### config.mk
export PLATFORM = sky130hd
export DESIGN_NAME = fdc_core
export DESIGN_NICKNAME = d
export VERILOG_FILES = /design/src/fdc_pkg.sv /design/src/fdc_core.sv
export SDC_FILE = /design/constraint.sdc
export NUM_CORES = 1
export LEC_CHECK = 0
export BUFFER_PORTS_ARGS = -buffer_cell sky130_fd_sc_hd__buf_2
export CAP_MARGIN = 20
export CORE_ASPECT_RATIO = 1.5
export CORE_MARGIN = 2
export CORE_UTILIZATION = 30
export CTS_BUF_LIST = sky130_fd_sc_hd__clkbuf_2 sky130_fd_sc_hd__clkbuf_4 sky130_fd_sc_hd__clkbuf_8
export DETAILED_ROUTE_END_ITERATION = 10
export PLACE_DENSITY = 0.45
export SLEW_MARGIN = 40
export SYNTH_ARGS = -nofsm -noshare
export SYNTH_HDL_FRONTEND = slang
export SYNTH_SLANG_ARGS = --single-unit
### constraint.sdc
create_clock -name clk_sys_i -period 12.2 [get_ports clk_sys_i]
set_input_delay 0.61 -clock clk_sys_i [delete_from_list [all_inputs] [get_ports clk_sys_i]]
set_output_delay 0.61 -clock clk_sys_i [all_outputs]
set_load 0.1 [all_outputs]
### src/fdc_pkg.sv
/*
 * fdc_pkg: constants, types and register map for the flag keeper and
 * opcode decoder of the 8-bit core.
 * assumes one 125 MHz clock, one core clock per instruction cycle.
 */
package fdc_pkg;

    localparam int NUM_BASIC_OPS = 62;

    // register byte offsets
    localparam logic [4:0] REG_OPCODE = 5'h00;
    localparam logic [4:0] REG_ACC    = 5'h04;
    localparam logic [4:0] REG_IDX    = 5'h08;
    localparam logic [4:0] REG_MEM    = 5'h0c;
    localparam logic [4:0] REG_FLAGS  = 5'h10;
    localparam logic [4:0] REG_STAT   = 5'h14;
    localparam logic [4:0] REG_RESULT = 5'h18;
    localparam logic [4:0] REG_IRQ    = 5'h1c;

    localparam logic [7:0] RST_BYTE  = 8'h00;
    localparam logic [4:0] RST_FLAGS = 5'h08;

    localparam logic [7:0] OPC_UPROD = 8'h42;
    localparam logic [7:0] OPC_BSR   = 8'had;
    localparam logic [3:0] UPROD_CYC = 4'hb;
    localparam logic [3:0] BR_CYC    = 4'h3;
    localparam logic [3:0] BSR_CYC   = 4'h6;
    localparam logic [3:0] BIT_CYC   = 4'h5;

    // register/memory modes a..f: imm, dir, ext, ix16, ix8, ix
    localparam logic [1:0] RM_LEN [6] = '{2'h2, 2'h2, 2'h3, 2'h3, 2'h2, 2'h1};
    localparam logic [3:0] RM_CYC [6] = '{4'h2, 4'h3, 4'h4, 4'h5, 4'h4, 4'h3};
    // read/modify/write modes 3..7: dir, inh a, inh x, ix8, ix
    localparam logic [1:0] RMW_LEN [5] = '{2'h2, 2'h1, 2'h1, 2'h2, 2'h1};
    localparam logic [3:0] RMW_CYC [5] = '{4'h5, 4'h3, 4'h3, 4'h6, 4'h5};

    typedef enum logic [2:0] {
        CLS_NONE, CLS_REGMEM, CLS_RMW, CLS_BRANCH, CLS_BITMAN, CLS_CONTROL
    } fdc_cls_e;

    typedef enum logic [3:0] {
        MD_INH, MD_INH_A, MD_INH_X, MD_IMM, MD_DIR, MD_EXT,
        MD_IX, MD_IX8, MD_IX16, MD_REL
    } fdc_mode_e;

    typedef enum logic {ST_IDLE, ST_EXEC} fdc_fsm_e;

    // flags_register layout, bit 4 down to bit 0
    typedef struct packed {
        logic h;
        logic i;
        logic n;
        logic z;
        logic c;
    } fdc_flags_s;

    typedef struct packed {
        logic      valid;
        fdc_cls_e  cls;
        fdc_mode_e mode;
        logic [1:0] len;
        logic [3:0] cyc;
    } fdc_dec_s;

    typedef struct packed {
        logic [7:0] acc;
        logic [7:0] idx;
        logic [7:0] res;
        fdc_flags_s flg;
        logic       wb;
        logic       taken;
    } fdc_exe_s;

    // status register, low bits upward: cyc, len, mode, cls, valid, taken, wb, busy
    typedef struct packed {
        logic       busy;
        logic       wb;
        logic       taken;
        fdc_dec_s   dec;
    } fdc_stat_s;

endpackage : fdc_pkg

### src/fdc_core.sv
/*
 * fdc_core: condition flags, opcode decode and one-shot execution of a
 * single instruction against a memory operand byte held in a register.
 * assumes an avalon-mm master on the same clock; memory traffic itself is
 * done by the surrounding core, which loads the operand before issue. */
`timescale 1ns/1ps
module fdc_core
    import fdc_pkg::*;
#(
    parameter int ADDR_W = 5
) (
    input  wire logic              clk_sys_i,
    input  wire logic              rstn_i,
    input  wire logic [ADDR_W-1:0] avs_address_i,
    input  wire logic              avs_read_i,
    input  wire logic              avs_write_i,
    input  wire logic [31:0]       avs_writedata_i,
    input  wire logic [3:0]        avs_byteenable_i,
    output logic [31:0]            avs_readdata_o,
    output logic                   avs_waitrequest_o,
    input  wire logic              irq_req_i,
    input  wire logic              irq_pin_i,
    output logic                   irq_take_o
);

    typedef struct packed {
        fdc_fsm_e   fsm;
        logic [3:0] cnt;
        logic [7:0] opc;
        logic [7:0] acc;
        logic [7:0] idx;
        logic [7:0] mem;
        logic [7:0] res;
        fdc_flags_s flg;
        fdc_dec_s   dec;
        logic       taken;
        logic       wb;
        logic       pend;
        logic       take;
        logic       wait_q;
        logic [31:0] rdata;
    } fdc_state_s;

    fdc_state_s s_q;
    fdc_state_s s_d;

    function automatic fdc_dec_s fdc_decode(input logic [7:0] op);
        fdc_dec_s   d;
        logic [3:0] hi;
        logic [3:0] lo;
        int unsigned k;
        d  = '0;
        hi = op[7:4];
        lo = op[3:0];
        k  = 0;
        if (hi <= 4'h1) begin
            d = '{1'b1, CLS_BITMAN, MD_DIR, (hi == 4'h0) ? 2'h3 : 2'h2, BIT_CYC};
        end else if (hi == 4'h2) begin
            d = '{1'b1, CLS_BRANCH, MD_REL, 2'h2, BR_CYC};
        end else if (hi <= 4'h7) begin
            k = 32'(hi) - 3;
            if (op == OPC_UPROD) begin
                d = '{1'b1, CLS_RMW, MD_INH, 2'h1, UPROD_CYC};
            end else if (!(lo inside {4'h1, 4'h2, 4'h5, 4'hb, 4'he})) begin
                d = '{1'b1, CLS_RMW, MD_INH, RMW_LEN[k], RMW_CYC[k]};
                // probe on memory skips the write cycle
                if (lo == 4'hd && hi != 4'h4 && hi != 4'h5) begin
                    d.cyc = RMW_CYC[k] - 4'h1;
                end
                case (hi)
                    4'h3:    d.mode = MD_DIR;
                    4'h4:    d.mode = MD_INH_A;
                    4'h5:    d.mode = MD_INH_X;
                    4'h6:    d.mode = MD_IX8;
                    default: d.mode = MD_IX;
                endcase
            end
        end else if (hi <= 4'h9) begin
            d = '{1'b1, CLS_CONTROL, MD_INH, 2'h1, 4'h2};
            case (op)
                8'h80: d.cyc = 4'h9;
                8'h81: d.cyc = 4'h6;
                8'h83: d.cyc = 4'ha;
                8'h8e, 8'h8f, 8'h97, 8'h98, 8'h99, 8'h9a, 8'h9b, 8'h9c, 8'h9d,
                8'h9f: d.cyc = 4'h2;
                default: d = '0;
            endcase
        end else if (op == OPC_BSR) begin
            d = '{1'b1, CLS_BRANCH, MD_REL, 2'h2, BSR_CYC};
        // no immediate store, no immediate goto
        end else if (!(hi == 4'ha && (lo == 4'h7 || lo == 4'hf || lo == 4'hc))) begin
            k = 32'(hi) - 10;
            d = '{1'b1, CLS_REGMEM, MD_IMM, RM_LEN[k], RM_CYC[k]};
            case (hi)
                4'ha:    d.mode = MD_IMM;
                4'hb:    d.mode = MD_DIR;
                4'hc:    d.mode = MD_EXT;
                4'hd:    d.mode = MD_IX16;
                4'he:    d.mode = MD_IX8;
                default: d.mode = MD_IX;
            endcase
            // goto one less, call two more cycles
            if (lo == 4'h7 || lo == 4'hf) begin
                d.cyc = RM_CYC[k] + 4'h1;
            end else if (lo == 4'hc) begin
                d.cyc = RM_CYC[k] - 4'h1;
            end else if (lo == 4'hd) begin
                d.cyc = RM_CYC[k] + 4'h2;
            end
        end
        return d;
    endfunction : fdc_decode

    function automatic fdc_exe_s fdc_execute(
        input fdc_dec_s   d,
        input logic [7:0] op,
        input logic [7:0] a,
        input logic [7:0] x,
        input logic [7:0] m,
        input fdc_flags_s f,
        input logic       pin
    );
        fdc_exe_s   e;
        logic [8:0] s;
        logic [7:0] v;
        logic [7:0] r;
        logic [15:0] p;
        logic       cond;
        e   = '{a, x, 8'h00, f, 1'b0, 1'b0};
        s   = '0;
        r   = '0;
        p   = '0;
        cond = 1'b0;
        v   = (d.mode == MD_INH_A) ? a : (d.mode == MD_INH_X) ? x : m;
        case (d.cls)
            CLS_REGMEM: begin
                // first operand acc or idx, second from memory
                v = (op[3:0] == 4'h3 || op[3:0] == 4'he || op[3:0] == 4'hf) ? x : a;
                case (op[3:0])
                    4'h9, 4'hb: begin
                        s = {1'b0, a} + {1'b0, m} + {8'h00, op[1] ? 1'b0 : f.c};
                        e.flg.h = a[4] ^ m[4] ^ s[4];
                        e.flg.c = s[8];
                        r = s[7:0];
                    end
                    4'h0, 4'h1, 4'h2, 4'h3: begin
                        s = {1'b0, v} - {1'b0, m} - {8'h00, (op[3:0] == 4'h2) & f.c};
                        e.flg.c = s[8];
                        r = s[7:0];
                    end
                    4'h4, 4'h5: r = a & m;
                    4'h8:       r = a ^ m;
                    4'ha:       r = a | m;
                    4'h6, 4'he: r = m;
                    default:    r = v;
                endcase
                // compares and bit test leave acc alone
                if (op[3:0] inside {4'h0, 4'h2, 4'h4, 4'h6, 4'h8, 4'h9, 4'ha, 4'hb}) begin
                    e.acc = r;
                end
                if (op[3:0] == 4'he) begin
                    e.idx = r;
                end
                e.wb = (op[3:0] == 4'h7 || op[3:0] == 4'hf);
                e.res = r;
                // goto and call touch no flags
                if (op[3:0] != 4'hc && op[3:0] != 4'hd) begin
                    e.flg.n = r[7];
                    e.flg.z = (r == 8'h00);
                end
            end
            CLS_RMW: begin
                if (op == OPC_UPROD) begin
                    // high byte to idx, low to acc
                    p = 16'(a) * 16'(x);
                    e.idx = p[15:8];
                    e.acc = p[7:0];
                    e.res = p[7:0];
                    e.flg.h = 1'b0;
                    e.flg.c = 1'b0;
                end else begin
                    case (op[3:0])
                        4'h0: begin r = 8'h00 - v; e.flg.c = (r != 8'h00); end
                        4'h3: begin r = ~v; e.flg.c = 1'b1; end
                        4'h4: begin r = {1'b0, v[7:1]}; e.flg.c = v[0]; end
                        4'h6: begin r = {f.c, v[7:1]}; e.flg.c = v[0]; end
                        4'h7: begin r = {v[7], v[7:1]}; e.flg.c = v[0]; end
                        4'h8: begin r = {v[6:0], 1'b0}; e.flg.c = v[7]; end
                        4'h9: begin r = {v[6:0], f.c}; e.flg.c = v[7]; end
                        4'ha: r = v - 8'h01;
                        4'hc: r = v + 8'h01;
                        4'hf: r = 8'h00;
                        default: r = v;
                    endcase
                    e.flg.n = r[7];
                    e.flg.z = (r == 8'h00);
                    e.res   = r;
                    // probe reads only, others write back in place
                    if (op[3:0] != 4'hd) begin
                        if (d.mode == MD_INH_A) begin
                            e.acc = r;
                        end else if (d.mode == MD_INH_X) begin
                            e.idx = r;
                        end else begin
                            e.wb = 1'b1;
                        end
                    end
                end
            end
            CLS_BRANCH: begin
                case (op[3:1])
                    3'h0:    cond = 1'b1;
                    3'h1:    cond = ~(f.c | f.z);
                    3'h2:    cond = ~f.c;
                    3'h3:    cond = ~f.z;
                    3'h4:    cond = ~f.h;
                    3'h5:    cond = ~f.n;
                    3'h6:    cond = ~f.i;
                    default: cond = ~pin;
                endcase
                e.taken = (op == OPC_BSR) | (cond ^ op[0]);
            end
            CLS_BITMAN: begin
                if (op[4] == 1'b0) begin
                    e.flg.c = m[op[3:1]];
                    e.taken = m[op[3:1]] ^ op[0];
                end else begin
                    // single write of the chosen bit
                    r = m;
                    r[op[3:1]] = ~op[0];
                    e.res = r;
                    e.wb  = 1'b1;
                end
            end
            CLS_CONTROL: begin
                case (op)
                    8'h97: e.idx = a;
                    8'h9f: e.acc = x;
                    8'h98: e.flg.c = 1'b0;
                    8'h99: e.flg.c = 1'b1;
                    8'h9a: e.flg.i = 1'b0;
                    8'h9b: e.flg.i = 1'b1;
                    default: e.res = 8'h00;
                endcase
            end
            default: e.res = 8'h00;
        endcase
        return e;
    endfunction : fdc_execute

    fdc_exe_s   exe;
    fdc_stat_s  stat;
    logic [7:0] wbyte;
    logic       wr_go;
    logic       rd_go;

    always_comb begin
        exe     = fdc_execute(s_q.dec, s_q.opc, s_q.acc, s_q.idx, s_q.mem, s_q.flg,
                              irq_pin_i);
        stat    = '{s_q.fsm == ST_EXEC, s_q.wb, s_q.taken, s_q.dec};
        wbyte   = avs_writedata_i[7:0];
        // write lands on the edge where waitrequest is seen low
        wr_go   = avs_write_i & ~s_q.wait_q & avs_byteenable_i[0];
        rd_go   = avs_read_i & s_q.wait_q;
        s_d     = s_q;
        s_d.wait_q = 1'b1;
        if ((avs_read_i | avs_write_i) & s_q.wait_q) begin
            s_d.wait_q = 1'b0;
        end
        if (rd_go) begin
            if (avs_address_i[4:2] == REG_OPCODE[4:2]) begin
                s_d.rdata = {24'h0, s_q.opc};
            end else if (avs_address_i[4:2] == REG_ACC[4:2]) begin
                s_d.rdata = {24'h0, s_q.acc};
            end else if (avs_address_i[4:2] == REG_IDX[4:2]) begin
                s_d.rdata = {24'h0, s_q.idx};
            end else if (avs_address_i[4:2] == REG_MEM[4:2]) begin
                s_d.rdata = {24'h0, s_q.mem};
            end else if (avs_address_i[4:2] == REG_FLAGS[4:2]) begin
                s_d.rdata = {27'h0, s_q.flg};
            end else if (avs_address_i[4:2] == REG_STAT[4:2]) begin
                s_d.rdata = 32'(stat);
            end else if (avs_address_i[4:2] == REG_RESULT[4:2]) begin
                s_d.rdata = {24'h0, s_q.res};
            end else begin
                s_d.rdata = {31'h0, s_q.pend};
            end
        end
        case (s_q.fsm)
            ST_IDLE: begin
                // software writes only land while idle, so no commit races them
                if (wr_go) begin
                    if (avs_address_i[4:2] == REG_OPCODE[4:2]) begin
                        s_d.opc = wbyte;
                        s_d.fsm = ST_EXEC;
                        s_d.dec = fdc_decode(wbyte);
                        s_d.cnt = (s_d.dec.cyc == 4'h0) ? 4'h0 : s_d.dec.cyc - 4'h1;
                    end else if (avs_address_i[4:2] == REG_ACC[4:2]) begin
                        s_d.acc = wbyte;
                    end else if (avs_address_i[4:2] == REG_IDX[4:2]) begin
                        s_d.idx = wbyte;
                    end else if (avs_address_i[4:2] == REG_MEM[4:2]) begin
                        s_d.mem = wbyte;
                    end else if (avs_address_i[4:2] == REG_FLAGS[4:2]) begin
                        s_d.flg = wbyte[4:0];
                    end
                end
            end
            default: begin
                // busy for the opcode's cycle count, then commit in one edge
                if (s_q.cnt != 4'h0) begin
                    s_d.cnt = s_q.cnt - 4'h1;
                end else begin
                    s_d.fsm = ST_IDLE;
                    if (s_q.dec.valid) begin
                        s_d.flg   = exe.flg;
                        s_d.acc   = exe.acc;
                        s_d.idx   = exe.idx;
                        s_d.res   = exe.res;
                        s_d.wb    = exe.wb;
                        s_d.taken = exe.taken;
                        if (exe.wb) begin
                            s_d.mem = exe.res;
                        end
                    end else begin
                        s_d.wb    = 1'b0;
                        s_d.taken = 1'b0;
                    end
                end
            end
        endcase
        // request latched; taken only with mask clear; set wins
        s_d.take = s_q.pend & ~s_q.flg.i & ~s_q.take;
        s_d.pend = irq_req_i | (s_q.pend & ~s_d.take);
    end

    always_ff @(posedge clk_sys_i) begin
        if (!rstn_i) begin
            s_q        <= '0;
            s_q.fsm    <= ST_IDLE;
            s_q.opc    <= RST_BYTE;
            s_q.flg    <= RST_FLAGS;
            s_q.wait_q <= 1'b1;
        end else begin
            s_q <= s_d;
        end
    end

    assign avs_readdata_o    = s_q.rdata;
    assign avs_waitrequest_o = s_q.wait_q;
    assign irq_take_o        = s_q.take;

endmodule : fdc_core

==> results.cfg <==
[place]
detailed_place_hpwl_um = 37300
postPlaceCellArea_um2 = 11600
gp_congestion = 0.974
placedCellCount = 1961
placement.io_buffers = 36

[clock_tree]
clock_slew_at_the_register_clock_pins_of_the_worst_setup_and_hold_paths_ns = 0.11
cts_sinks = 86
clock_tree.root_cell = clkbuf_8
tritoncts_clock_tree = built
clockBufferDepth = 2
cts_hold_repair.buffers = 0
post_cts_resized = 0
cts-htree-levels = 3
cts_made_buffers = 9
post_cts_setup_buffers = 0
clock_latency_ns = 0.42

[critical_path]
critical_path.startpoint = s_q[84]
worst_setup_path_endpoint = s_q[79]
worstPathMaxFanout = 11
worstSetupEndpointType = flop
critPathSlowestCell = dfxtp_1
ff2ff_setup_slack_ns = 6.73
cp_data_arrival_time_ns = 5.81
crit_type = reg2reg
timing.rr.end = s_q[79]
required_ns = 12.54
cp_common_cell = fa_1
setup.worst_path.start_class = flop
timing.critical_path.cells = inv_1 > nor2_1 > fa_1 > fa_1 > fa_1 > inv_1 > fa_1 > inv_1 > ha_1 > or2_2 > a21o_1 > a311o_1 > nand3_1 > a21oi_1 > a311oi_1 > a21oi_1 > a41oi_1
worst_r2r_startpoint = s_q[84]
rr_worst_depth = 17
crit_path_max_incr_delay_ns = 0.73

[power]
leakagePower_nw = 4.71
netSwitchingFraction_pct = 36.2
cell_internal_pwr_w = 0.000421
pwr-share-clk_pct = 34.7
vdd.ir_drop.worst_v = 0.0000608
switching_power_w = 0.000239
power.density_nw_per_um2 = 56.1
comb_power_share_pct = 21.6
pwr-share-seq_pct = 43.7

[route]
drt_pass_1_iters = 6
routedWlPerCell_um = 24.8
vias = 11700
post_drt_via_cell_ratio = 5.90
drc = 0
routed_wl_um = 49100
drtIter0Drc = 1002
drtAntennaViolNets = 0

[global_routing]
grt_start_max_net_pins = 46
grt_pass1_vias = 11300
grt-ovfl-total = 0
grt_antenna_before_repair = 1
first_pass_grt_wire_length_um = 73000
overall_global_routing_resource_usage_pct = 25.2

[logic_synthesis]
synth_top_cells_by_area = dfxtp_1 16%, ha_1 9.4%, fa_1 7.4%
synth_area_um2 = 11100
edff_count_synth = 0
dominantRegCellSynth = dfxtp_1
synth_area_per_cell_um2 = 7.27
async_reset_ff_share_pct = 0
syn-instance-count = 1527
synth_top_area_share_pct = 15.5
seq_total_area_yosys_pct = 15.5
postSynthRegisterBits = 86
synth.lib_cells_used.distinct = 95
yosysWarningCount = 0
netlist.top_cell.by_area = dfxtp_1

[floorplan]
number_of_top_level_design_ports = 81
placeableCoreArea_um2 = 36600
die-area_um2 = 38600
dieHeight_um = 240
rows = 86
die_x_um = 161
floorplan.initialDensity_pct = 30.4

[flow_run]
drv.max_cap_violation_count = 0

[finish]
layoutNonFillerInstCount = 1977
final_layout_size_suffix_gt1_share_pct = 9.51
design.final.nets = 1659
final_design_area_no_fill_um2 = 11800
antenna-diode-count = 0
relative_area_change_from_synthesis_to_final_layout_pct = 5.97

[timing]
timing.max_slew.rel_slack_pct = 41.5
grt_setup_unrepaired = false
final_report_setup_violation_count = 0
fin_crit_ns = 5.47
finalHoldViolCount = 0
slew_viol_final = 0
fmax_ghz = 0.183
tns_ns = 0
final_min_period_over_clock_period_pct = 44.8
fin_skew_ns = 0.0146
worst-slew-pin-transition_ns = 0.878

[min_path]
holdCritPathClass = in2reg

[outcome]
outcome = finished clean
## layout by cell type, fill, tap and decap left out, types with 33 or more instances in the layout
| cell | netlist | final |
|---|---|---|
| and2_1 | 55 | 54 |
| o21ai_0 | 109 | 108 |
| buf_4 | 33 | 33 |
| inv_1 | 107 | 107 |
| ha_1 | 83 | 83 |
| a21oi_1 | 134 | 134 |
| fa_1 | 41 | 41 |
| nor3_1 | 35 | 35 |
| dfxtp_1 | 86 | 86 |
| buf_2 | 13 | 36 |
| nor2_1 | 149 | 149 |
| nand2_1 | 140 | 140 |
## worst min-delay path by stage
stage	start	endpoint	slack (ns)	cells after the start
floorplan	s_q[62]	s_q[62]	0.43	2
global placement	avs_waitrequest_o	avs_waitrequest_o	0.43	1
detailed placement	s_q[62]	s_q[62]	0.44	2
CTS	avs_read_i	avs_waitrequest_o	0.40	2
global route	avs_read_i	avs_waitrequest_o	0.42	2
finish	avs_read_i	avs_waitrequest_o	0.41	2
## cells by family after synthesis
kind of cell / synth area share, %
adder cells (fa/ha/maj): 16.8
AO/OA/AOI/OAI: 28.1
multiplexers: 3.83
flip-flops: 15.5
other: 0.0338
AND/OR/NAND/NOR: 23.4
buffers and inverters: 9.86
XOR/XNOR: 2.45
## registers in the layout, indices dropped and copies added, names as in the netlist
register and flops:
irq_take_o 1, s_q 67, avs_waitrequest_o 1, avs_readdata_o 17
## critical path: cells and delay by family, from the launching register on
family	cells	cell delay, ns
adders and majority gates	5	2.34
and+or+nand+nor	3	0.67
buffers and inverters	3	0.43
AOI/OAI and AO/OA	6	1.23
DFF	1	0.73
## cells in the mapped netlist (7+ instances only)
master,n
a211oi_1,14
fa_1,41
and2_1,55
buf_4,33
xnor2_1,14
a221oi_1,9
o21a_1,7
xor2_1,17
o211ai_1,21
buf_2,13
nand2_1,140
nor3_1,35
o21ai_0,109
a21oi_1,134
dfxtp_1,86
nor4_1,13
o31ai_1,8
nand3_1,28
nor2_1,149
mux2_2,10
clkbuf_1,79
a21o_1,9
and3_1,9
mux2i_1,20
a22oi_1,19
nor2b_1,22
a32oi_1,9
or2_2,9
nand4_1,7
ha_1,83
nand2b_1,18
o2111ai_1,7
inv_1,107
a31oi_1,30
o221ai_1,10
o22ai_1,10
## power by group through the flow
| stage | Clock (W) | Sequential (W) | Combinational (W) |
|---|---|---|---|
| final | 0.000229 | 0.000288 | 0.000143 |
| after global routing | 0.000243 | 0.000288 | 0.000152 |
| after CTS | 0.000232 | 0.000288 | 0.000141 |
| after detailed placement | 0 | 0.000295 | 0.000141 |
| after global placement | 0 | 0.000294 | 0.000141 |
| after floorplan | 0 | 0.000293 | 0.000105 |
## routing by layer
| layer | global-route usage (%) | vias to the layer above | routed length [um] |
|---|---|---|---|
| li1 | - | 5356 | - |
| met4 | 15.7 | 0 | 3490 |
| met1 | 27.1 | 5674 | 18000 |
| met2 | 46.5 | 479 | 25100 |
| met5 | 0 | - | 0 |
| met3 | 3.39 | 162 | 2490 |
## metrics by stage
step / power (W) / util [%] / setup WS (ns) / hold WS, ns
after floorplan: 0.000399 / - / 7.49 / 0.428
after global placement: 0.000435 / 31.5 / 6.76 / 0.433
after detailed placement: 0.000435 / 31.6 / 6.74 / 0.444
after CTS: 0.000662 / 32.2 / 6.69 / 0.405
after global routing: 0.000683 / 32.2 / 6.45 / 0.420
final: 0.000660 / 32.2 / 6.73 / 0.410
## area by class of cell
cell class | count | area (um^2)
fillers | 4101 | 24800
well taps | 484 | 606
clock inverters | 6 | 73.8
inverters | 114 | 433
clock buffers | 10 | 131
multi-input cells | 1208 | 8370
flip-flops and latches | 86 | 1720
repair buffers | 69 | 428
No activity file was read; power rests on OpenSTA's default activity.
